$ cat src/core/diag_pkg.sv
package diag_pkg;

	// ------------------------------------------------------------
	// Register map
	// ------------------------------------------------------------
	localparam logic [3:0] OFS_DIAG_CONTROL = 4'h0;
	localparam logic [3:0] OFS_FRAME_STATUS = 4'h1;
	localparam logic [3:0] OFS_MODE_STATUS = 4'h2;
	localparam logic [3:0] OFS_IRQ_STATUS = 4'h3;
	localparam logic [3:0] OFS_IRQ_ENABLE = 4'h4;
	localparam logic [3:0] OFS_IRQ_CLEAR = 4'h5;

	// ------------------------------------------------------------
	// Control byte fields
	// ------------------------------------------------------------
	localparam int BIT_START = 0;
	localparam int BIT_RAM_SEL = 1;
	localparam int BIT_LOOP_SEL = 2;
	localparam int BIT_DMA_SEL = 3;
	localparam int BIT_ADDR_DRV = 4;
	localparam int BIT_DIAG_EN = 7;
	localparam logic [7:0] CTRL_USED_MASK = 8'h9F;
	localparam logic [7:0] CTRL_RESET = 8'h00;

	// ------------------------------------------------------------
	// Interrupt bits
	// ------------------------------------------------------------
	localparam int IRQ_MODE_CHANGE = 0;
	localparam int IRQ_DIAG_DONE = 1;
	localparam int IRQ_WIDTH = 2;

	// ------------------------------------------------------------
	// Timing
	// ------------------------------------------------------------
	localparam int CLK_PERIOD_NS = 8;
	localparam int TEST_TIME_NS = 800;
	localparam int TEST_CYCLES = (TEST_TIME_NS + CLK_PERIOD_NS - 1) / CLK_PERIOD_NS;

	// Mode of the controller
	typedef enum logic [1:0] {
		MODE_ISOLATE = 2'b00,
		MODE_DIAG = 2'b01,
		MODE_LEAVING = 2'b10
	} mode_t;

	// Frame status flags carried together
	typedef struct packed {
		logic last_frame_flag;
		logic ack_pending_flag;
		logic short_frame_flag;
		logic [3:0] buffer_size_field;
	} frame_flags_t;

	// Register port request
	typedef struct packed {
		logic [3:0] addr;
		logic [7:0] wdata;
		logic wr;
		logic rd;
	} reg_req_t;

endpackage

$ cat src/core/diag_test_engine.sv
`timescale 1ns/1ns
`default_nettype none
// Runs one selected self-test for a fixed number of cycles
module diag_test_engine #(
	parameter int CYCLES = diag_pkg::TEST_CYCLES
) (
	// Clock and reset
	input wire logic clk_sys,
	input wire logic reset_n,
	// Control
	input wire logic go,
	input wire logic [2:0] sel,
	// Status
	output logic busy,
	output logic done
);
	logic [15:0] cnt_r, cnt_nxt;
	logic busy_r, busy_nxt;
	logic done_r, done_nxt;

	// Counter and completion pulse
	always_comb begin
		cnt_nxt = cnt_r;
		busy_nxt = busy_r;
		done_nxt = 1'b0;
		if (!busy_r && go && (sel != 3'b000)) begin
			busy_nxt = 1'b1;
			cnt_nxt = 16'(CYCLES - 1);
		end else if (!busy_r && go) begin
			done_nxt = 1'b1; // Nothing selected: finish at once
		end else if (busy_r) begin
			if (cnt_r == 16'h0000) begin
				busy_nxt = 1'b0;
				done_nxt = 1'b1;
			end else begin
				cnt_nxt = cnt_r - 16'h0001;
			end
		end
	end

	always_ff @(posedge clk_sys or negedge reset_n) begin
		if (!reset_n) begin
			cnt_r <= 16'h0000;
			busy_r <= 1'b0;
			done_r <= 1'b0;
		end else begin
			cnt_r <= cnt_nxt;
			busy_r <= busy_nxt;
			done_r <= done_nxt;
		end
	end

	assign busy = busy_r;
	assign done = done_r;
endmodule // diag_test_engine
`default_nettype wire

$ cat src/core/diag_irq.sv
`timescale 1ns/1ns
`default_nettype none
// Sticky event bits, enable gating, one level output
module diag_irq #(
	parameter int N = diag_pkg::IRQ_WIDTH
) (
	// Clock and reset
	input wire logic clk_sys,
	input wire logic reset_n,
	// Events and software
	input wire logic [N-1:0] event_set,
	input wire logic [N-1:0] clear,
	input wire logic [N-1:0] enable,
	// Results
	output logic [N-1:0] status,
	output logic irq
);
	logic [N-1:0] status_r, status_nxt;
	logic irq_r, irq_nxt;

	// Set wins over a clear in the same cycle
	always_comb begin
		status_nxt = (status_r & ~clear) | event_set;
		irq_nxt = |(status_nxt & enable);
	end

	always_ff @(posedge clk_sys or negedge reset_n) begin
		if (!reset_n) begin
			status_r <= '0;
			irq_r <= 1'b0;
		end else begin
			status_r <= status_nxt;
			irq_r <= irq_nxt;
		end
	end

	assign status = status_r;
	assign irq = irq_r;
endmodule // diag_irq
`default_nettype wire

$ cat src/core/token_node_diag_control.sv
`timescale 1ns/1ns
`default_nettype none
module token_node_diag_control #(
	parameter int TEST_CYCLES = diag_pkg::TEST_CYCLES
) (
	// Clock and reset
	input wire logic clk_sys,
	input wire logic reset_n,
	// Register port
	input wire logic [3:0] reg_addr,
	input wire logic [7:0] reg_wdata,
	input wire logic reg_wr,
	input wire logic reg_rd,
	output logic [7:0] reg_rdata,
	// Frame engine flags
	input wire diag_pkg::frame_flags_t frame_flags,
	// Address bus
	input wire logic [15:0] addr_value,
	input wire logic dma_grant_ack_n,
	output logic [15:0] addr_out,
	output logic addr_oe_n,
	// Test status and interrupt
	output logic diag_state,
	output logic [2:0] test_running,
	output logic mode_change_irq
);
	// ------------------------------------------------------------
	// Control register and mode machine
	// ------------------------------------------------------------
	logic [7:0] ctrl_r, ctrl_nxt;
	diag_pkg::mode_t mode_r, mode_nxt;
	logic state_r, state_nxt;
	logic [2:0] run_sel_r, run_sel_nxt;
	logic go;
	logic eng_busy, eng_done;
	logic confirmed;
	logic [diag_pkg::IRQ_WIDTH-1:0] irq_set, irq_clr, irq_en_r, irq_en_nxt, irq_stat;
	logic irq_line;

	assign confirmed = ctrl_r[diag_pkg::BIT_DIAG_EN] & state_r;

	// Next control, mode and launch
	always_comb begin
		ctrl_nxt = ctrl_r;
		mode_nxt = mode_r;
		state_nxt = state_r;
		run_sel_nxt = run_sel_r;
		go = 1'b0;
		irq_set = '0;
		if (reg_wr && reg_addr == diag_pkg::OFS_DIAG_CONTROL) begin
			ctrl_nxt = reg_wdata & diag_pkg::CTRL_USED_MASK;
			// A start already running cannot be dropped by software
			if (ctrl_r[diag_pkg::BIT_START])
				ctrl_nxt[diag_pkg::BIT_START] = 1'b1;
		end
		// Start only honoured once mode is confirmed
		if (!confirmed && !ctrl_r[diag_pkg::BIT_START])
			ctrl_nxt[diag_pkg::BIT_START] = 1'b0;
		if (confirmed && ctrl_r[diag_pkg::BIT_START] && !eng_busy && run_sel_r == 3'b000
		    && !eng_done) begin
			go = 1'b1;
			run_sel_nxt = {ctrl_r[diag_pkg::BIT_DMA_SEL],
			               ctrl_r[diag_pkg::BIT_LOOP_SEL],
			               ctrl_r[diag_pkg::BIT_RAM_SEL]};
		end
		if (eng_done) begin
			ctrl_nxt[diag_pkg::BIT_START] = 1'b0;
			run_sel_nxt = 3'b000;
			irq_set[diag_pkg::IRQ_DIAG_DONE] = 1'b1;
		end
		case (mode_r)
			diag_pkg::MODE_ISOLATE: begin
				if (ctrl_r[diag_pkg::BIT_DIAG_EN]) begin
					mode_nxt = diag_pkg::MODE_DIAG;
					state_nxt = 1'b1;
				end
			end
			diag_pkg::MODE_DIAG: begin
				if (!ctrl_r[diag_pkg::BIT_DIAG_EN])
					mode_nxt = diag_pkg::MODE_LEAVING;
			end
			diag_pkg::MODE_LEAVING: begin
				// Wait for the running test so its memory traffic ends cleanly
				if (!eng_busy && !go && !ctrl_r[diag_pkg::BIT_START]) begin
					mode_nxt = diag_pkg::MODE_ISOLATE;
					state_nxt = 1'b0;
					irq_set[diag_pkg::IRQ_MODE_CHANGE] = 1'b1;
				end
			end
			default: begin
				mode_nxt = diag_pkg::MODE_ISOLATE;
				state_nxt = 1'b0;
			end
		endcase
		// A test still pending keeps running while leaving
		if (mode_r == diag_pkg::MODE_LEAVING && ctrl_r[diag_pkg::BIT_START] && state_r
		    && !eng_busy && run_sel_r == 3'b000 && !eng_done) begin
			go = 1'b1;
			run_sel_nxt = {ctrl_r[diag_pkg::BIT_DMA_SEL], ctrl_r[diag_pkg::BIT_LOOP_SEL],
			               ctrl_r[diag_pkg::BIT_RAM_SEL]};
		end
	end

	always_ff @(posedge clk_sys or negedge reset_n) begin
		if (!reset_n) begin
			ctrl_r <= diag_pkg::CTRL_RESET;
			mode_r <= diag_pkg::MODE_ISOLATE;
			state_r <= 1'b0;
			run_sel_r <= 3'b000;
		end else begin
			ctrl_r <= ctrl_nxt;
			mode_r <= mode_nxt;
			state_r <= state_nxt;
			run_sel_r <= run_sel_nxt;
		end
	end

	// ------------------------------------------------------------
	// Test engine and interrupts
	// ------------------------------------------------------------
	diag_test_engine #(
		.CYCLES(TEST_CYCLES)
	) u_engine (
		.clk_sys(clk_sys),
		.reset_n(reset_n),
		.go(go),
		.sel(run_sel_nxt),
		.busy(eng_busy),
		.done(eng_done)
	);

	// Clear register is write only: a write pulses the clear
	always_comb begin
		irq_clr = '0;
		irq_en_nxt = irq_en_r;
		if (reg_wr && reg_addr == diag_pkg::OFS_IRQ_CLEAR)
			irq_clr = reg_wdata[diag_pkg::IRQ_WIDTH-1:0];
		if (reg_wr && reg_addr == diag_pkg::OFS_IRQ_ENABLE)
			irq_en_nxt = reg_wdata[diag_pkg::IRQ_WIDTH-1:0];
	end

	always_ff @(posedge clk_sys or negedge reset_n) begin
		if (!reset_n)
			irq_en_r <= '0;
		else
			irq_en_r <= irq_en_nxt;
	end

	diag_irq #(
		.N(diag_pkg::IRQ_WIDTH)
	) u_irq (
		.clk_sys(clk_sys),
		.reset_n(reset_n),
		.event_set(irq_set),
		.clear(irq_clr),
		.enable(irq_en_r),
		.status(irq_stat),
		.irq(irq_line)
	);
	assign mode_change_irq = irq_line; // Registered inside the irq block

	// ------------------------------------------------------------
	// Read port and pin outputs
	// ------------------------------------------------------------
	logic [7:0] rdata_r, rdata_nxt;
	logic [15:0] addr_r, addr_nxt;
	logic oe_n_r, oe_n_nxt;
	logic diag_state_r;
	logic [2:0] run_r;

	// Read mux; unmapped addresses read zero
	always_comb begin
		rdata_nxt = 8'h00;
		if (reg_rd) begin
			case (reg_addr)
				diag_pkg::OFS_DIAG_CONTROL: rdata_nxt = ctrl_r;
				diag_pkg::OFS_FRAME_STATUS: rdata_nxt = {frame_flags.last_frame_flag,
				                                         frame_flags.ack_pending_flag,
				                                         frame_flags.short_frame_flag, 1'b0,
				                                         frame_flags.buffer_size_field};
				diag_pkg::OFS_MODE_STATUS: rdata_nxt = {4'h0, eng_busy, 1'b0, mode_r};
				diag_pkg::OFS_IRQ_STATUS: rdata_nxt = {6'h00, irq_stat};
				diag_pkg::OFS_IRQ_ENABLE: rdata_nxt = {6'h00, irq_en_r};
				default: rdata_nxt = 8'h00;
			endcase
		end
	end

	// Address pins: driven when enabled or during a grant
	always_comb begin
		addr_nxt = addr_value;
		oe_n_nxt = !(ctrl_nxt[diag_pkg::BIT_ADDR_DRV] || !dma_grant_ack_n);
	end

	always_ff @(posedge clk_sys or negedge reset_n) begin
		if (!reset_n) begin
			rdata_r <= 8'h00;
			addr_r <= 16'h0000;
			oe_n_r <= 1'b1;
			diag_state_r <= 1'b0;
			run_r <= 3'b000;
		end else begin
			rdata_r <= rdata_nxt;
			addr_r <= addr_nxt;
			oe_n_r <= oe_n_nxt;
			diag_state_r <= state_nxt;
			run_r <= run_sel_nxt;
		end
	end

	assign reg_rdata = rdata_r;
	assign addr_out = addr_r;
	assign addr_oe_n = oe_n_r;
	assign diag_state = diag_state_r;
	assign test_running = run_r;

	// ------------------------------------------------------------
	// Assertions
	// ------------------------------------------------------------
	a_start_needs_mode: assert property (@(posedge clk_sys) disable iff (!reset_n)
		go |-> state_r)
		else $error("test launched without confirmed mode");

	a_done_clears_start: assert property (@(posedge clk_sys) disable iff (!reset_n)
		eng_done |=> !ctrl_r[diag_pkg::BIT_START])
		else $error("start bit not cleared after test");

	// Each select must reach the running output one cycle after launch
	a_sel_ram: assert property (@(posedge clk_sys) disable iff (!reset_n)
		go |=> test_running[0] == $past(ctrl_r[diag_pkg::BIT_RAM_SEL]))
		else $error("ram test select not honoured");

	a_sel_loop: assert property (@(posedge clk_sys) disable iff (!reset_n)
		go |=> test_running[1] == $past(ctrl_r[diag_pkg::BIT_LOOP_SEL]))
		else $error("loop test select not honoured");

	a_sel_dma: assert property (@(posedge clk_sys) disable iff (!reset_n)
		go |=> test_running[2] == $past(ctrl_r[diag_pkg::BIT_DMA_SEL]))
		else $error("dma test select not honoured");

	a_addr_drive: assert property (@(posedge clk_sys) disable iff (!reset_n)
		!dma_grant_ack_n |=> !addr_oe_n)
		else $error("address not driven during grant");

	a_leave_waits: assert property (@(posedge clk_sys) disable iff (!reset_n)
		(mode_r == diag_pkg::MODE_LEAVING && eng_busy) |=> mode_r != diag_pkg::MODE_ISOLATE)
		else $error("isolate entered while test running");

	a_isolate_event: assert property (@(posedge clk_sys) disable iff (!reset_n)
		(mode_r == diag_pkg::MODE_LEAVING && mode_nxt == diag_pkg::MODE_ISOLATE)
		|=> irq_stat[diag_pkg::IRQ_MODE_CHANGE])
		else $error("mode change event missing");

	a_status_zero_bit: assert property (@(posedge clk_sys) disable iff (!reset_n)
		(reg_rd && reg_addr == diag_pkg::OFS_FRAME_STATUS) |=> reg_rdata[4] == 1'b0
		&& reg_rdata[3:0] == $past(frame_flags.buffer_size_field))
		else $error("frame status layout wrong");

	// The state pin must agree with the mode machine at every edge
	a_mode_state: assert property (@(posedge clk_sys) disable iff (!reset_n)
		diag_state == (mode_r != diag_pkg::MODE_ISOLATE))
		else $error("state bit disagrees with mode");

	// Without a grant the pins follow the address drive bit alone
	a_float_idle: assert property (@(posedge clk_sys) disable iff (!reset_n)
		dma_grant_ack_n |=> addr_oe_n == !ctrl_r[diag_pkg::BIT_ADDR_DRV])
		else $error("address pins driven without grant or enable");

	// The level output follows the sticky bits under the enable of the cycle before
	a_irq_level: assert property (@(posedge clk_sys) disable iff (!reset_n)
		mode_change_irq == |(irq_stat & $past(irq_en_r)))
		else $error("interrupt level does not match enabled status");

	// An event and a clear in one cycle: the event must survive
	a_set_wins: assert property (@(posedge clk_sys) disable iff (!reset_n)
		(irq_set != '0) |=> (irq_stat & $past(irq_set)) == $past(irq_set))
		else $error("event lost to a clear");

	// Finishing a test drops the running select with the start bit
	a_run_clears: assert property (@(posedge clk_sys) disable iff (!reset_n)
		eng_done |=> test_running == 3'b000)
		else $error("running select kept after test end");

	// Completion is a single pulse, so one test never raises two done events
	a_done_pulse: assert property (@(posedge clk_sys) disable iff (!reset_n)
		eng_done |=> !eng_done)
		else $error("done pulse longer than one cycle");

	// Reserved control bits never read back as one
	a_reserved_zero: assert property (@(posedge clk_sys) disable iff (!reset_n)
		(reg_rd && reg_addr == diag_pkg::OFS_DIAG_CONTROL) |=> reg_rdata[6:5] == 2'b00)
		else $error("reserved control bits read as one");
endmodule // token_node_diag_control
`default_nettype wire

$ cat config.mk
export PLATFORM = sky130hd
export DESIGN_NAME = token_node_diag_control
export DESIGN_NICKNAME = d
export VERILOG_FILES = /design/src/core/diag_pkg.sv /design/src/core/diag_test_engine.sv /design/src/core/diag_irq.sv /design/src/core/token_node_diag_control.sv
export SDC_FILE = /design/constraint.sdc
export NUM_CORES = 1
export LEC_CHECK = 0
export BUFFER_PORTS_ARGS = -buffer_cell sky130_fd_sc_hd__buf_4
export CAP_MARGIN = 20
export CORE_MARGIN = 3
export CORE_UTILIZATION = 46
export CTS_CLUSTER_SIZE = 10
export DETAILED_ROUTE_END_ITERATION = 8
export GPL_TIMING_DRIVEN = 0
export PLACE_DENSITY_LB_ADDON = 0.3
export SYNTH_ARGS = -nofsm -noshare
export SYNTH_HDL_FRONTEND = slang
export SYNTH_SLANG_ARGS = --single-unit
$ cat constraint.sdc
create_clock -name clk_sys -period 1.9 [get_ports clk_sys]
set_input_delay 0.095 -clock clk_sys [delete_from_list [all_inputs] [get_ports clk_sys]]
set_output_delay 0.095 -clock clk_sys [all_outputs]
set_load 0.02 [all_outputs]
==> impl_table.tex, run 1 <==
\begin{tabular}{lr}
\hline
Metric & Value \\
\hline
\multicolumn{2}{l}{\textbf{Setup path}} \\
Startpoint type of the worst setup path & flip-flop \\
Worst-case register-to-register setup slack & -0.07 ns \\
Worst reg2reg path depth & 4 \\
Stages on worst setup path & 4 \\
Most common cell type on the critical path & sky130\_fd\_sc\_hd\_\_or4\_1 \\
Class of the most critical setup path & reg2reg \\
Max stage delay cell, worst path & sky130\_fd\_sc\_hd\_\_or4\_4 \\
CP Max Fanout & 2 \\
Worst reg2reg path startpoint & u\_engine.cnt\_r[4] \\
Ordered list of cells on the worst path & or4\_4, or4\_1, or4\_1, a21oi\_1 \\
CP delay by family, top & simple AND/OR/NAND/NOR gates \\
Worst path arrival time & 2.23 ns \\
Crit path buffers/inverters & 0 \\
Largest incremental delay on the critical path & 0.54 ns \\
Launch point of the worst path & u\_engine.cnt\_r[4] \\
RR Endpoint & u\_engine.cnt\_r[14] \\
CP endpoint kind & flip-flop \\
Critical Path Sink & u\_engine.cnt\_r[14] \\
Critical path required time & 2.16 ns \\
\multicolumn{2}{l}{\textbf{Run}} \\
Number of max-capacitance violations reported & 0 \\
\multicolumn{2}{l}{\textbf{STA}} \\
Fraction of the cycle the final worst path needs & 103\% \\
Final Hold Fails & 0 \\
Final worst path period need & 1.97 ns \\
Slew at the pin with the worst max-slew slack & 0.750 ns \\
Post-layout worst setup margin & -0.0660 ns \\
Max-slew violations & 0 \\
Maximum achievable frequency & 509 MHz \\
Final setup skew & 0.00742 ns \\
Setup Viol. Count Final & 2 \\
Max transition margin & 50.0\% \\
Unrepaired setup endpoints after global routing & yes \\
TNS Setup & -0.0744 ns \\
\multicolumn{2}{l}{\textbf{Layout}} \\
Area taken by multi-input logic gates & 1050 µm² \\
Number of antenna cells inserted & 0 \\
Post-layout nets & 365 \\
Area delta synth->final & 45.5\% \\
Filler cells & 389 \\
Storage element area & 1510 µm² \\
Share of final-layout standard cells stronger than drive strength 1 & 35.0\% \\
\multicolumn{2}{l}{\textbf{Synth}} \\
Post-synth net total & 261 \\
Post-synth EDFFs & 0 \\
Count of distinct cell types in the synthesized netlist & 46 \\
List of most frequent post-synthesis cells & 59 x sky130\_fd\_sc\_hd\_\_dfrtp\_1, 15 x sky130\_fd\_sc\_hd\_\_nor2\_1, 14 x sky130\_fd\_sc\_hd\_\_o21ai\_0 \\
Most frequent cell after synthesis & sky130\_fd\_sc\_hd\_\_dfrtp\_1 \\
Number of synthesis warnings & 0 \\
Post-synthesis register bit count & 60 \\
Synth area leader & sky130\_fd\_sc\_hd\_\_dfrtp\_1 \\
Synth Cell Area & 2510 µm² \\
Biggest area contributors in the synthesized netlist & sky130\_fd\_sc\_hd\_\_dfrtp\_1 59\%, sky130\_fd\_sc\_hd\_\_mux2i\_1 2.8\%, sky130\_fd\_sc\_hd\_\_o21ai\_0 2.8\% \\
Mapped Avg Cell Area & 11.4 µm² \\
Post-Syn Instances & 220 \\
Area share of the largest cell type after synthesis & 58.7\% \\
Flip-flop cell with the highest count after synthesis & sky130\_fd\_sc\_hd\_\_dfrtp\_1 \\
Synth async-reset ratio & 100\% \\
Sequential-to-total area share from yosys stat & 59.8\% \\
\multicolumn{2}{l}{\textbf{Die}} \\
Initial core utilization & 48.3\% \\
Die footprint & 6390 µm² \\
Area inside the core boundary & 5200 µm² \\
Die X-Extent & 79.9 µm \\
Number of cell rows & 26 \\
Count of boundary I/O pins & 70 \\
Height of the die & 79.9 µm \\
\multicolumn{2}{l}{\textbf{Placed design}} \\
HPWL after detailed placement & 4.03 mm \\
Weighted congestion reported at the end of routability-driven placement & 0.824 \\
Count of input and output buffers & 65 \\
\multicolumn{2}{l}{\textbf{Clock tree}} \\
Root Driver & sky130\_fd\_sc\_hd\_\_clkbuf\_8 \\
Number of clock buffers inserted by TritonCTS & 9 \\
Longest Clk Path Bufs & 2 \\
Register clock-pin slew on the reported worst setup and hold paths & 0.07 ns \\
CTS tree & yes \\
Clock tree sinks & 60 \\
Clock insertion delay at the later pin of the skew report & 0.33 ns \\
Htree depth & 3 \\
\multicolumn{2}{l}{\textbf{Power}} \\
Leakage power total & 1.71 nW \\
Power per cell area & 1330 nW/µm² \\
IR Drop Worst-Case VDD & 0.000842 V \\
Final Power & 4.86 mW \\
\multicolumn{2}{l}{\textbf{Drt}} \\
Met1 routed wirelength after detailed routing & 2.70 mm \\
Highest Signal Layer & met4 \\
Total vias in the final route & 2,231 \\
Detailed-router iteration count before antenna repair & 5 \\
Antenna Nets Post-Route & 0 \\
Met2 Routed Length & 3.44 mm \\
DRC Markers & 0 \\
WL met3 & 425 µm \\
Via-to-Cell Ratio & 5.59 \\
Aggregate routed wire length & 6.70 mm \\
Initial DRC count & 182 \\
Routed wire length per instance & 16.8 µm \\
\multicolumn{2}{l}{\textbf{Status}} \\
Result of the run & finished, violations left \\
Failing checks & setup timing \\
\multicolumn{2}{l}{\textbf{Global route}} \\
Via count of the first global-routing pass & 2,278 \\
Maximum number of pins on one net before global-route repair & 61 \\
GRT overflow & 0 \\
Global-route wire length before repair & 11.0 mm \\
Total track usage & 22.8\% \\
Initial antenna violation count & 0 \\
\multicolumn{2}{l}{\textbf{Worst hold path}} \\
Path type of the worst min-delay path & in2reg \\
\hline
\end{tabular}
[cell usage in the layout (no fill, tap or decap), types with 4 or more instances in the layout]
| cell | n |
|---|---|
| sky130_fd_sc_hd__nand4_1 | 5 |
| sky130_fd_sc_hd__and3_1 | 4 |
| sky130_fd_sc_hd__dfrtp_1 | 57 |
| sky130_fd_sc_hd__dlygate4sd3_1 | 21 |
| sky130_fd_sc_hd__a21oi_1 | 6 |
| sky130_fd_sc_hd__nand2_1 | 11 |
| sky130_fd_sc_hd__clkbuf_1 | 6 |
| sky130_fd_sc_hd__nor3_1 | 9 |
| sky130_fd_sc_hd__o21ai_0 | 13 |
| sky130_fd_sc_hd__clkbuf_8 | 11 |
| sky130_fd_sc_hd__buf_4 | 73 |
| sky130_fd_sc_hd__nor2_1 | 13 |
| sky130_fd_sc_hd__nand3_1 | 9 |
| sky130_fd_sc_hd__mux2i_1 | 7 |
| sky130_fd_sc_hd__or3_1 | 5 |
| sky130_fd_sc_hd__inv_1 | 8 |
| sky130_fd_sc_hd__mux2_2 | 4 |
[worst min-delay path by stage]
stage | start | depth (start not counted) | slack [ns] | end
2_1_floorplan | reset_n | 0 | -0.20 | addr_out[0]
3_3_place_gp | addr_value[5] | 1 | 0.20 | addr_out[5]
3_5_place_dp | addr_value[12] | 1 | 0.21 | addr_out[12]
4_1_cts | frame_flags[4] | 2 | 0.003 | reg_rdata[5]
5_1_grt | reg_wdata[0] | 2 | 0.002 | irq_en_r[0]
6_report | frame_flags[4] | 2 | 0.003 | reg_rdata[5]
[report_power, final]
| part | internal, mW | switching (mW) | leakage (nW) |
|---|---|---|---|
| sequential | 1.59 | 0.342 | 0.745 |
| clock | 0.673 | 0.497 | 0.102 |
| combinational | 0.815 | 0.944 | 0.865 |
| total | 3.08 | 1.78 | 1.71 |
[metrics by stage]
stage                     instances  hold WS, ns  worst slack (ns)  utilization, %  area, µm²
after floorplan                 220       -0.201           -0.0539               -       2520
after global placement          355        0.204            -0.252            59.5       3100
after detailed placement        355        0.205            -0.323            59.5       3100
after CTS                       399      0.00304           -0.0586            69.7       3630
after global routing            399      0.00158            -0.109            70.3       3660
final                           399      0.00266           -0.0660            70.3       3660
[what timing repair did]
action                                  CTS  global route
endpoints found under the hold margin    79             0
buffers inserted                          8             0
hold buffers                             21             0
endpoints found under the setup margin   18            14
gates resized for setup                  13             7
pin swaps                                 4             0
[state kept, by name, summed over array words and instances, names as in the netlist]
name            cells
ctrl_r              6
test_running        3
irq_en_r            2
diag_state          1
mode_r              2
addr_oe_n           1
u_irq.status        2
u_irq.irq           1
u_engine.cnt_r     16
u_engine.busy       1
reg_rdata           8
addr_out           16
u_engine.done       1
[final cells by class]
class | count | area share (%)
clock inverters | 4 | 1.30
multi-input cells | 144 | 28.7
clock buffers | 12 | 4.24
flip-flops and latches | 60 | 41.1
repair buffers | 94 | 20.7
well taps | 70 | 2.39
plain buffers | 5 | 0.513
inverters | 10 | 1.03
[per-layer routing]
metal	GRT usage (%)	up-vias
met5	0	-
met4	8.78	0
met3	7.00	15
met2	37.4	87
met1	28.3	1109
li1	-	1020
[cell families (layout without fill, tap and decap cells)]
family | Yosys count | count (layout) | share of synthesized area [%]
xor gates and xnor gates | 1 | 1 | 0.348
buffers and inverters | 16 | 125 | 2.39
DFF | 60 | 60 | 59.8
adders and majority gates | 1 | 1 | 0.498
AOI/OAI and AO/OA | 46 | 46 | 12.5
muxes | 13 | 13 | 6.37
and+or+nand+nor | 83 | 83 | 18.1
[worst reg2reg max path, stage by stage, from the launching register on]
cell and delay, ns:
sky130_fd_sc_hd__dfrtp_1 0.39, sky130_fd_sc_hd__or4_4 0.54, sky130_fd_sc_hd__or4_1 0.42, sky130_fd_sc_hd__or4_1 0.40, sky130_fd_sc_hd__a21oi_1 0.14
(Power assumes the default switching activity.)
==> run 2, diff against run 1 <==
--- a/config.mk
+++ b/config.mk
@@ -8,11 +8,13 @@
 export BUFFER_PORTS_ARGS = -buffer_cell sky130_fd_sc_hd__buf_4
 export CAP_MARGIN = 20
 export CORE_MARGIN = 3
-export CORE_UTILIZATION = 46
+export CORE_UTILIZATION = 47
 export CTS_CLUSTER_SIZE = 10
 export DETAILED_ROUTE_END_ITERATION = 8
 export GPL_TIMING_DRIVEN = 0
 export PLACE_DENSITY_LB_ADDON = 0.3
+export REMOVE_ABC_BUFFERS = 1
 export SYNTH_ARGS = -nofsm -noshare
 export SYNTH_HDL_FRONTEND = slang
+export SYNTH_HIERARCHICAL = 1
 export SYNTH_SLANG_ARGS = --single-unit
==> run 2 against run 1 <==
Compared with the run above: the flow still finishes with violations (setup timing); via count down 1.8%; wire length unchanged; utilization up 1.6 points; die area up 2.4%; register-to-register slack worse by 0.06 ns; synthesized cell count down 0.45%; worst setup slack worse by 0.062 ns; maximum frequency down 3.1%; first-iteration DRC count down 14%; largest cell class unchanged; highest routed layer unchanged.
==> impl_table.tex, run 2 <==
\begin{tabular}{lr}
\hline
Metric & Value \\
\hline
\multicolumn{2}{l}{\textbf{Global route}} \\
GRT overflow & 0 \\
Total track usage & 21.7\% \\
Initial antenna violation count & 0 \\
Via count of the first global-routing pass & 2,144 \\
Global-route wire length before repair & 10.6 mm \\
Maximum number of pins on one net before global-route repair & 61 \\
\multicolumn{2}{l}{\textbf{Synth}} \\
Biggest area contributors in the synthesized netlist & sky130\_fd\_sc\_hd\_\_dfrtp\_1 56\%, sky130\_fd\_sc\_hd\_\_mux2i\_1 3.4\%, sky130\_fd\_sc\_hd\_\_mux2\_4 2.3\% \\
Flip-flop cell with the highest count after synthesis & sky130\_fd\_sc\_hd\_\_dfrtp\_1 \\
Mapped Avg Cell Area & 12.0 µm² \\
List of most frequent post-synthesis cells & 59 x sky130\_fd\_sc\_hd\_\_dfrtp\_1, 11 x sky130\_fd\_sc\_hd\_\_inv\_1, 11 x sky130\_fd\_sc\_hd\_\_nand2\_1 \\
Synth area leader & sky130\_fd\_sc\_hd\_\_dfrtp\_1 \\
Area share of the largest cell type after synthesis & 56.1\% \\
Post-synthesis register bit count & 60 \\
Count of distinct cell types in the synthesized netlist & 58 \\
Most frequent cell after synthesis & sky130\_fd\_sc\_hd\_\_dfrtp\_1 \\
Synth async-reset ratio & 100\% \\
Synth Cell Area & 2630 µm² \\
Number of synthesis warnings & 6 \\
Post-Syn Instances & 219 \\
Post-synth EDFFs & 0 \\
Sequential-to-total area share from yosys stat & 57.1\% \\
\multicolumn{2}{l}{\textbf{Worst hold path}} \\
Path type of the worst min-delay path & in2reg \\
\multicolumn{2}{l}{\textbf{Clock tree}} \\
Clock insertion delay at the later pin of the skew report & 0.33 ns \\
Htree depth & 3 \\
Clock tree sinks & 60 \\
Longest Clk Path Bufs & 2 \\
Number of clock buffers inserted by TritonCTS & 9 \\
Root Driver & sky130\_fd\_sc\_hd\_\_clkbuf\_8 \\
Register clock-pin slew on the reported worst setup and hold paths & 0.07 ns \\
CTS tree & yes \\
\multicolumn{2}{l}{\textbf{Die}} \\
Number of cell rows & 26 \\
Count of boundary I/O pins & 70 \\
Initial core utilization & 50.0\% \\
Height of the die & 80.9 µm \\
Area inside the core boundary & 5270 µm² \\
Die footprint & 6540 µm² \\
Die X-Extent & 80.9 µm \\
\multicolumn{2}{l}{\textbf{Placed design}} \\
HPWL after detailed placement & 3.92 mm \\
Weighted congestion reported at the end of routability-driven placement & 0.786 \\
Dpl cell area & 3190 µm² \\
Count of input and output buffers & 67 \\
\multicolumn{2}{l}{\textbf{Layout}} \\
Share of final-layout standard cells stronger than drive strength 1 & 38.8\% \\
Number of antenna cells inserted & 0 \\
Most common library cell in the layout ignoring fill and taps & sky130\_fd\_sc\_hd\_\_buf\_4 \\
Area delta synth->final & 43.9\% \\
Commonest cells after routing, fill and taps aside & 74 x sky130\_fd\_sc\_hd\_\_buf\_4, 56 x sky130\_fd\_sc\_hd\_\_dfrtp\_1, 22 x sky130\_fd\_sc\_hd\_\_dlygate4sd3\_1, 11 x sky130\_fd\_sc\_hd\_\_inv\_1, 11 x sky130\_fd\_sc\_hd\_\_nand2\_1 \\
Final Core Density & 71.9\% \\
Cell area after layout & 3790 µm² \\
Post-layout nets & 363 \\
\multicolumn{2}{l}{\textbf{Power}} \\
Gate power share & 26.1\% \\
Fraction of power spent switching nets & 31.2\% \\
Power per cell area & 981 nW/µm² \\
Psw & 1.16 mW \\
Final Power & 3.72 mW \\
Leakage power total & 1.77 nW \\
Share of total power in the clock network & 30.0\% \\
IR Drop Worst-Case VDD & 0.000578 V \\
Internal power & 2.56 mW \\
Proportion of power drawn by flip-flops and latches & 43.9\% \\
\multicolumn{2}{l}{\textbf{Drt}} \\
Via-to-Cell Ratio & 5.52 \\
Routed wire length per instance & 16.9 µm \\
DRC Markers & 0 \\
Antenna Nets Post-Route & 0 \\
Aggregate routed wire length & 6.70 mm \\
Initial DRC count & 156 \\
Total vias in the final route & 2,191 \\
Detailed-router iteration count before antenna repair & 4 \\
\multicolumn{2}{l}{\textbf{STA}} \\
Final worst path period need & 2.03 ns \\
Min Hold Slack & 0.00212 ns \\
Unrepaired setup endpoints after global routing & yes \\
Final Hold Fails & 0 \\
Setup Viol. Count Final & 13 \\
Max-slew violations & 0 \\
Slew at the pin with the worst max-slew slack & 0.747 ns \\
Final setup skew & 0.00478 ns \\
Post-layout worst setup margin & -0.128 ns \\
Maximum achievable frequency & 493 MHz \\
Max transition margin & 50.2\% \\
Fraction of the cycle the final worst path needs & 107\% \\
\multicolumn{2}{l}{\textbf{Setup path}} \\
CP endpoint kind & flip-flop \\
Worst path arrival time & 2.24 ns \\
CP Max Fanout & 5 \\
Class of the most critical setup path & reg2reg \\
Critical path required time & 2.11 ns \\
Startpoint type of the worst setup path & flip-flop \\
\multicolumn{2}{l}{\textbf{Status}} \\
Failing checks & setup timing \\
Result of the run & finished, violations left \\
\multicolumn{2}{l}{\textbf{Run}} \\
Number of max-capacitance violations reported & 0 \\
\hline
\end{tabular}
-- run 2: changes by cell type in the layout (fill, tap and decap cells not counted), moves of 4 or more --
cell,before,now
sky130_fd_sc_hd__o21ai_0,13,6
sky130_fd_sc_hd__nor2_1,13,8
sky130_fd_sc_hd__nor3_1,9,4
sky130_fd_sc_hd__mux2_4,0,4
sky130_fd_sc_hd__clkbuf_1,6,1
-- run 2: worst paths after layout --
path | depth (start not counted) | from | slack (ns) | end
max | 6 | u_engine/busy | -0.13 | u_engine/cnt_r[4]
min | 2 | frame_flags[4] | 0.002 | reg_rdata[5]
max reg2reg | 6 | u_engine/busy | -0.13 | u_engine/cnt_r[4]
min reg2reg | 1 | u_irq/status[0] | 0.53 | u_irq/status[0]
max in group asynchronous | 2 | reset_n | 0.96 | ctrl_r[0]
min in group asynchronous | 2 | reset_n | 0.40 | reg_rdata[6]
-- run 2: cell type report --
| cell class | instances | area [µm²] |
|---|---|---|
| flip-flops and latches | 60 | 1510 |
| fillers | 367 | 1480 |
| multi-input cells | 143 | 1170 |
| repair buffers | 97 | 787 |
| clock buffers | 11 | 141 |
| well taps | 70 | 87.6 |
| clock inverters | 5 | 52.6 |
| inverters | 11 | 41.3 |
-- run 2: stage by stage --
step | instances | setup TNS, ns | worst slack, ns
finish | 397 | -1.06 | -0.128
global route | 397 | -1.92 | -0.182
CTS | 392 | -0.624 | -0.130
detailed placement | 350 | -9.79 | -0.766
global placement | 350 | -8.96 | -0.674
floorplan | 213 | -3.17 | -0.293
-- run 2: logic make-up (layout without fill, tap and decap cells) --
logic type                 count (synthesis)  after routing  synth area share (%)
AOI/OAI and AO/OA                         45             45                  12.3
DFF                                       60             60                  57.1
buffers and inverters                     17            124                  2.99
and+or+nand+nor                           79             80                  19.8
adders and majority gates                  1              1                 0.475
muxes                                     17             17                  7.41
-- run 2: power by group through the flow --
stage	Clock, mW	Combinational (mW)	Sequential [mW]
finish	1.12	0.969	1.63
global route	1.19	1.05	1.66
CTS	1.13	0.875	1.61
detailed placement	0	0.743	1.63
global placement	0	0.728	1.62
floorplan	0	0.397	1.65
-- run 2: metal layers --
layer  GRT usage [%]  vias to the layer above  part of all wire, %
li1                -                     1037                    -
met1            29.3                     1066                   43
met2            33.6                       78                   49
met3            3.55                       10                  6.4
met4            11.5                        0                  1.8
met5               0                        -                    0
-- run 2: repair_timing --
action,4_1_cts,5_1_grt
gates resized for setup,16,10
gates cloned,1,0
hold buffers,22,0
buffers inserted,3,5
endpoints found under the setup margin,17,17
hold endpoints to repair,80,0
pin swaps,5,6
-- run 2: worst max-delay path, cell delays in order (launching register included) --
cell                        delay [ns]
sky130_fd_sc_hd__dfrtp_2          0.40
sky130_fd_sc_hd__and4bb_4         0.35
sky130_fd_sc_hd__o2111ai_2        0.13
sky130_fd_sc_hd__a21oi_2          0.25
sky130_fd_sc_hd__nor3_4           0.08
sky130_fd_sc_hd__or3b_4           0.45
sky130_fd_sc_hd__a31o_1           0.24
==> run 3, diff against run 2 <==
--- a/config.mk
+++ b/config.mk
@@ -8,7 +8,7 @@
 export BUFFER_PORTS_ARGS = -buffer_cell sky130_fd_sc_hd__buf_4
 export CAP_MARGIN = 20
 export CORE_MARGIN = 3
-export CORE_UTILIZATION = 47
+export CORE_UTILIZATION = 52
 export CTS_CLUSTER_SIZE = 10
 export DETAILED_ROUTE_END_ITERATION = 8
 export GPL_TIMING_DRIVEN = 0
==> constraint.sdc (replaced) <==
create_clock -name clk_sys -period 2 [get_ports clk_sys]
set_input_delay 0.1 -clock clk_sys [delete_from_list [all_inputs] [get_ports clk_sys]]
set_output_delay 0.1 -clock clk_sys [all_outputs]
set_load 0.02 [all_outputs]
==> run 3 against run 2 <==
Compared with the run above: the run still ends with setup timing left; clock skew increased by 0.0054 ns; clock power up 9%; utilization rose by 6.6 points; cell count down 1.5%; non-clock buffer count decreased by 2; die area fell by 8.9%; clock-buffer cell count fell by 1; sequential cell count stayed put; largest cell class unchanged; highest routed layer unchanged.
==> impl_table.tex, run 3 (same netlist as run 2, synthesis figures left out) <==
\begin{tabular}{lr}
\hline
Metric & Value \\
\hline
\multicolumn{2}{l}{\textbf{Setup path}} \\
Worst-case register-to-register setup slack & -0.08 ns \\
Ordered list of cells on the worst path & and4bb\_4, o21ai\_2, o32ai\_4, nor3\_4, or3b\_4, a31o\_1 \\
RR Endpoint & u\_engine/cnt\_r[4] \\
Worst reg2reg path startpoint & test\_running[1] \\
CP delay by family, top & simple AND/OR/NAND/NOR gates \\
CP Max Fanout & 8 \\
Crit path buffers/inverters & 0 \\
Critical path required time & 2.22 ns \\
Max stage delay cell, worst path & sky130\_fd\_sc\_hd\_\_or3b\_4 \\
Largest incremental delay on the critical path & 0.45 ns \\
Class of the most critical setup path & reg2reg \\
Stages on worst setup path & 6 \\
Critical Path Sink & u\_engine/cnt\_r[4] \\
Worst reg2reg path depth & 6 \\
Worst path arrival time & 2.30 ns \\
Launch point of the worst path & test\_running[1] \\
Startpoint type of the worst setup path & flip-flop \\
CP endpoint kind & flip-flop \\
\multicolumn{2}{l}{\textbf{STA}} \\
Final Hold Fails & 0 \\
Max-slew violations & 0 \\
Unrepaired setup endpoints after global routing & yes \\
Slew at the pin with the worst max-slew slack & 0.752 ns \\
Final worst path period need & 2.08 ns \\
Setup Viol. Count Final & 8 \\
Final setup skew & 0.0102 ns \\
Maximum achievable frequency & 482 MHz \\
TNS Setup & -0.393 ns \\
Min Hold Slack & 0.0166 ns \\
Post-layout worst setup margin & -0.0765 ns \\
Fraction of the cycle the final worst path needs & 104\% \\
Max transition margin & 49.9\% \\
\multicolumn{2}{l}{\textbf{Layout}} \\
Post-layout nets & 360 \\
Share of final-layout standard cells stronger than drive strength 1 & 39.2\% \\
Most common library cell in the layout ignoring fill and taps & sky130\_fd\_sc\_hd\_\_buf\_4 \\
Commonest cells after routing, fill and taps aside & 75 x sky130\_fd\_sc\_hd\_\_buf\_4, 56 x sky130\_fd\_sc\_hd\_\_dfrtp\_1, 20 x sky130\_fd\_sc\_hd\_\_dlygate4sd3\_1, 11 x sky130\_fd\_sc\_hd\_\_inv\_1, 11 x sky130\_fd\_sc\_hd\_\_nand2\_1 \\
Final Core Density & 78.5\% \\
Number of antenna cells inserted & 0 \\
Area delta synth->final & 43.6\% \\
Filler cells & 305 \\
\multicolumn{2}{l}{\textbf{Die}} \\
Initial core utilization & 54.7\% \\
Area inside the core boundary & 4820 µm² \\
Number of cell rows & 25 \\
Count of boundary I/O pins & 70 \\
Height of the die & 77.2 µm \\
Die X-Extent & 77.2 µm \\
Die footprint & 5960 µm² \\
\multicolumn{2}{l}{\textbf{Clock tree}} \\
Htree depth & 3 \\
Register clock-pin slew on the reported worst setup and hold paths & 0.07 ns \\
Clock insertion delay at the later pin of the skew report & 0.33 ns \\
Number of clock buffers inserted by TritonCTS & 9 \\
CTS tree & yes \\
Root Driver & sky130\_fd\_sc\_hd\_\_clkbuf\_8 \\
Clock tree sinks & 60 \\
Longest Clk Path Bufs & 2 \\
\multicolumn{2}{l}{\textbf{Power}} \\
Leakage power total & 1.77 nW \\
IR Drop Worst-Case VDD & 0.000870 V \\
Power per cell area & 975 nW/µm² \\
Final Power & 3.69 mW \\
\multicolumn{2}{l}{\textbf{Drt}} \\
Via-to-Cell Ratio & 5.77 \\
Routed wire length per instance & 18.2 µm \\
DRC Markers & 0 \\
Antenna Nets Post-Route & 0 \\
Aggregate routed wire length & 7.13 mm \\
Total vias in the final route & 2,256 \\
Detailed-router iteration count before antenna repair & 4 \\
Initial DRC count & 164 \\
\multicolumn{2}{l}{\textbf{Status}} \\
Result of the run & finished, violations left \\
Failing checks & setup timing \\
\multicolumn{2}{l}{\textbf{Worst hold path}} \\
Hold depth & 2 \\
Path type of the worst min-delay path & in2reg \\
\multicolumn{2}{l}{\textbf{Placed design}} \\
Weighted congestion reported at the end of routability-driven placement & 0.765 \\
HPWL after detailed placement & 4.06 mm \\
Worst setup slack after placement & -0.701 ns \\
Count of input and output buffers & 67 \\
\multicolumn{2}{l}{\textbf{Global route}} \\
GRT overflow & 0 \\
Initial antenna violation count & 0 \\
Via count of the first global-routing pass & 2,297 \\
Maximum number of pins on one net before global-route repair & 61 \\
Global-route wire length before repair & 11.8 mm \\
Total track usage & 25.7\% \\
\multicolumn{2}{l}{\textbf{Run}} \\
Number of max-capacitance violations reported & 0 \\
\hline
\end{tabular}
==> run 3: area by class of cell <==
type	instances	area, µm²	area share (%)
inverters	11	41.3	1.09
clock buffers	10	138	3.64
clock inverters	6	87.6	2.32
repair buffers	95	763	20.2
flip-flops and latches	60	1510	39.8
well taps	67	83.8	2.22
multi-input cells	142	1160	30.7
==> run 3: per-layer routing <==
layer | vias up | wire length (µm) | track usage, %
met3 | 16 | 384 | 5.99
li1 | 1034 | - | -
met2 | 82 | 3520 | 41.9
met5 | - | 0 | 0
met1 | 1124 | 3030 | 32.3
met4 | 0 | 196 | 11.9
==> run 3: worst reg2reg max path, cell delays in order, from the launching register on <==
cell and delay (ns):
sky130_fd_sc_hd__dfrtp_1 0.40, sky130_fd_sc_hd__and4bb_4 0.39, sky130_fd_sc_hd__o21ai_2 0.10, sky130_fd_sc_hd__o32ai_4 0.30, sky130_fd_sc_hd__nor3_4 0.09, sky130_fd_sc_hd__or3b_4 0.45
sky130_fd_sc_hd__a31o_1 0.24
==> run 3: where the power goes <==
part	internal (mW)	total (mW)	switching, mW
logic	0.444	0.916	0.472
registers	1.37	1.55	0.179
clock network	0.735	1.22	0.485
==> run 3: how the worst min path moves through the flow <==
stage,from,to,slack (ns)
2_1_floorplan,reset_n,addr_out[0],-0.20
3_3_place_gp,reset_n,reg_rdata[0],0.21
3_5_place_dp,reset_n,reg_rdata[0],0.20
4_1_cts,reg_wdata[0],irq_en_r[0],0.004
5_1_grt,reg_wdata[0],irq_en_r[0],0.009
6_report,reg_wdata[0],irq_en_r[0],0.02
==> run 3: metrics by stage <==
stage,area (µm²),cells
floorplan,2600,213
global route,3780,391
CTS,3680,387
detailed placement,3180,347
global placement,3180,347
finish,3780,391
==> run 3: what timing repair did <==
item,CTS,global route
pin swaps,4,3
hold endpoints to repair,77,1
hold buffers,19,1
setup endpoints to repair,17,17
resized for setup,11,12
setup buffers,5,3
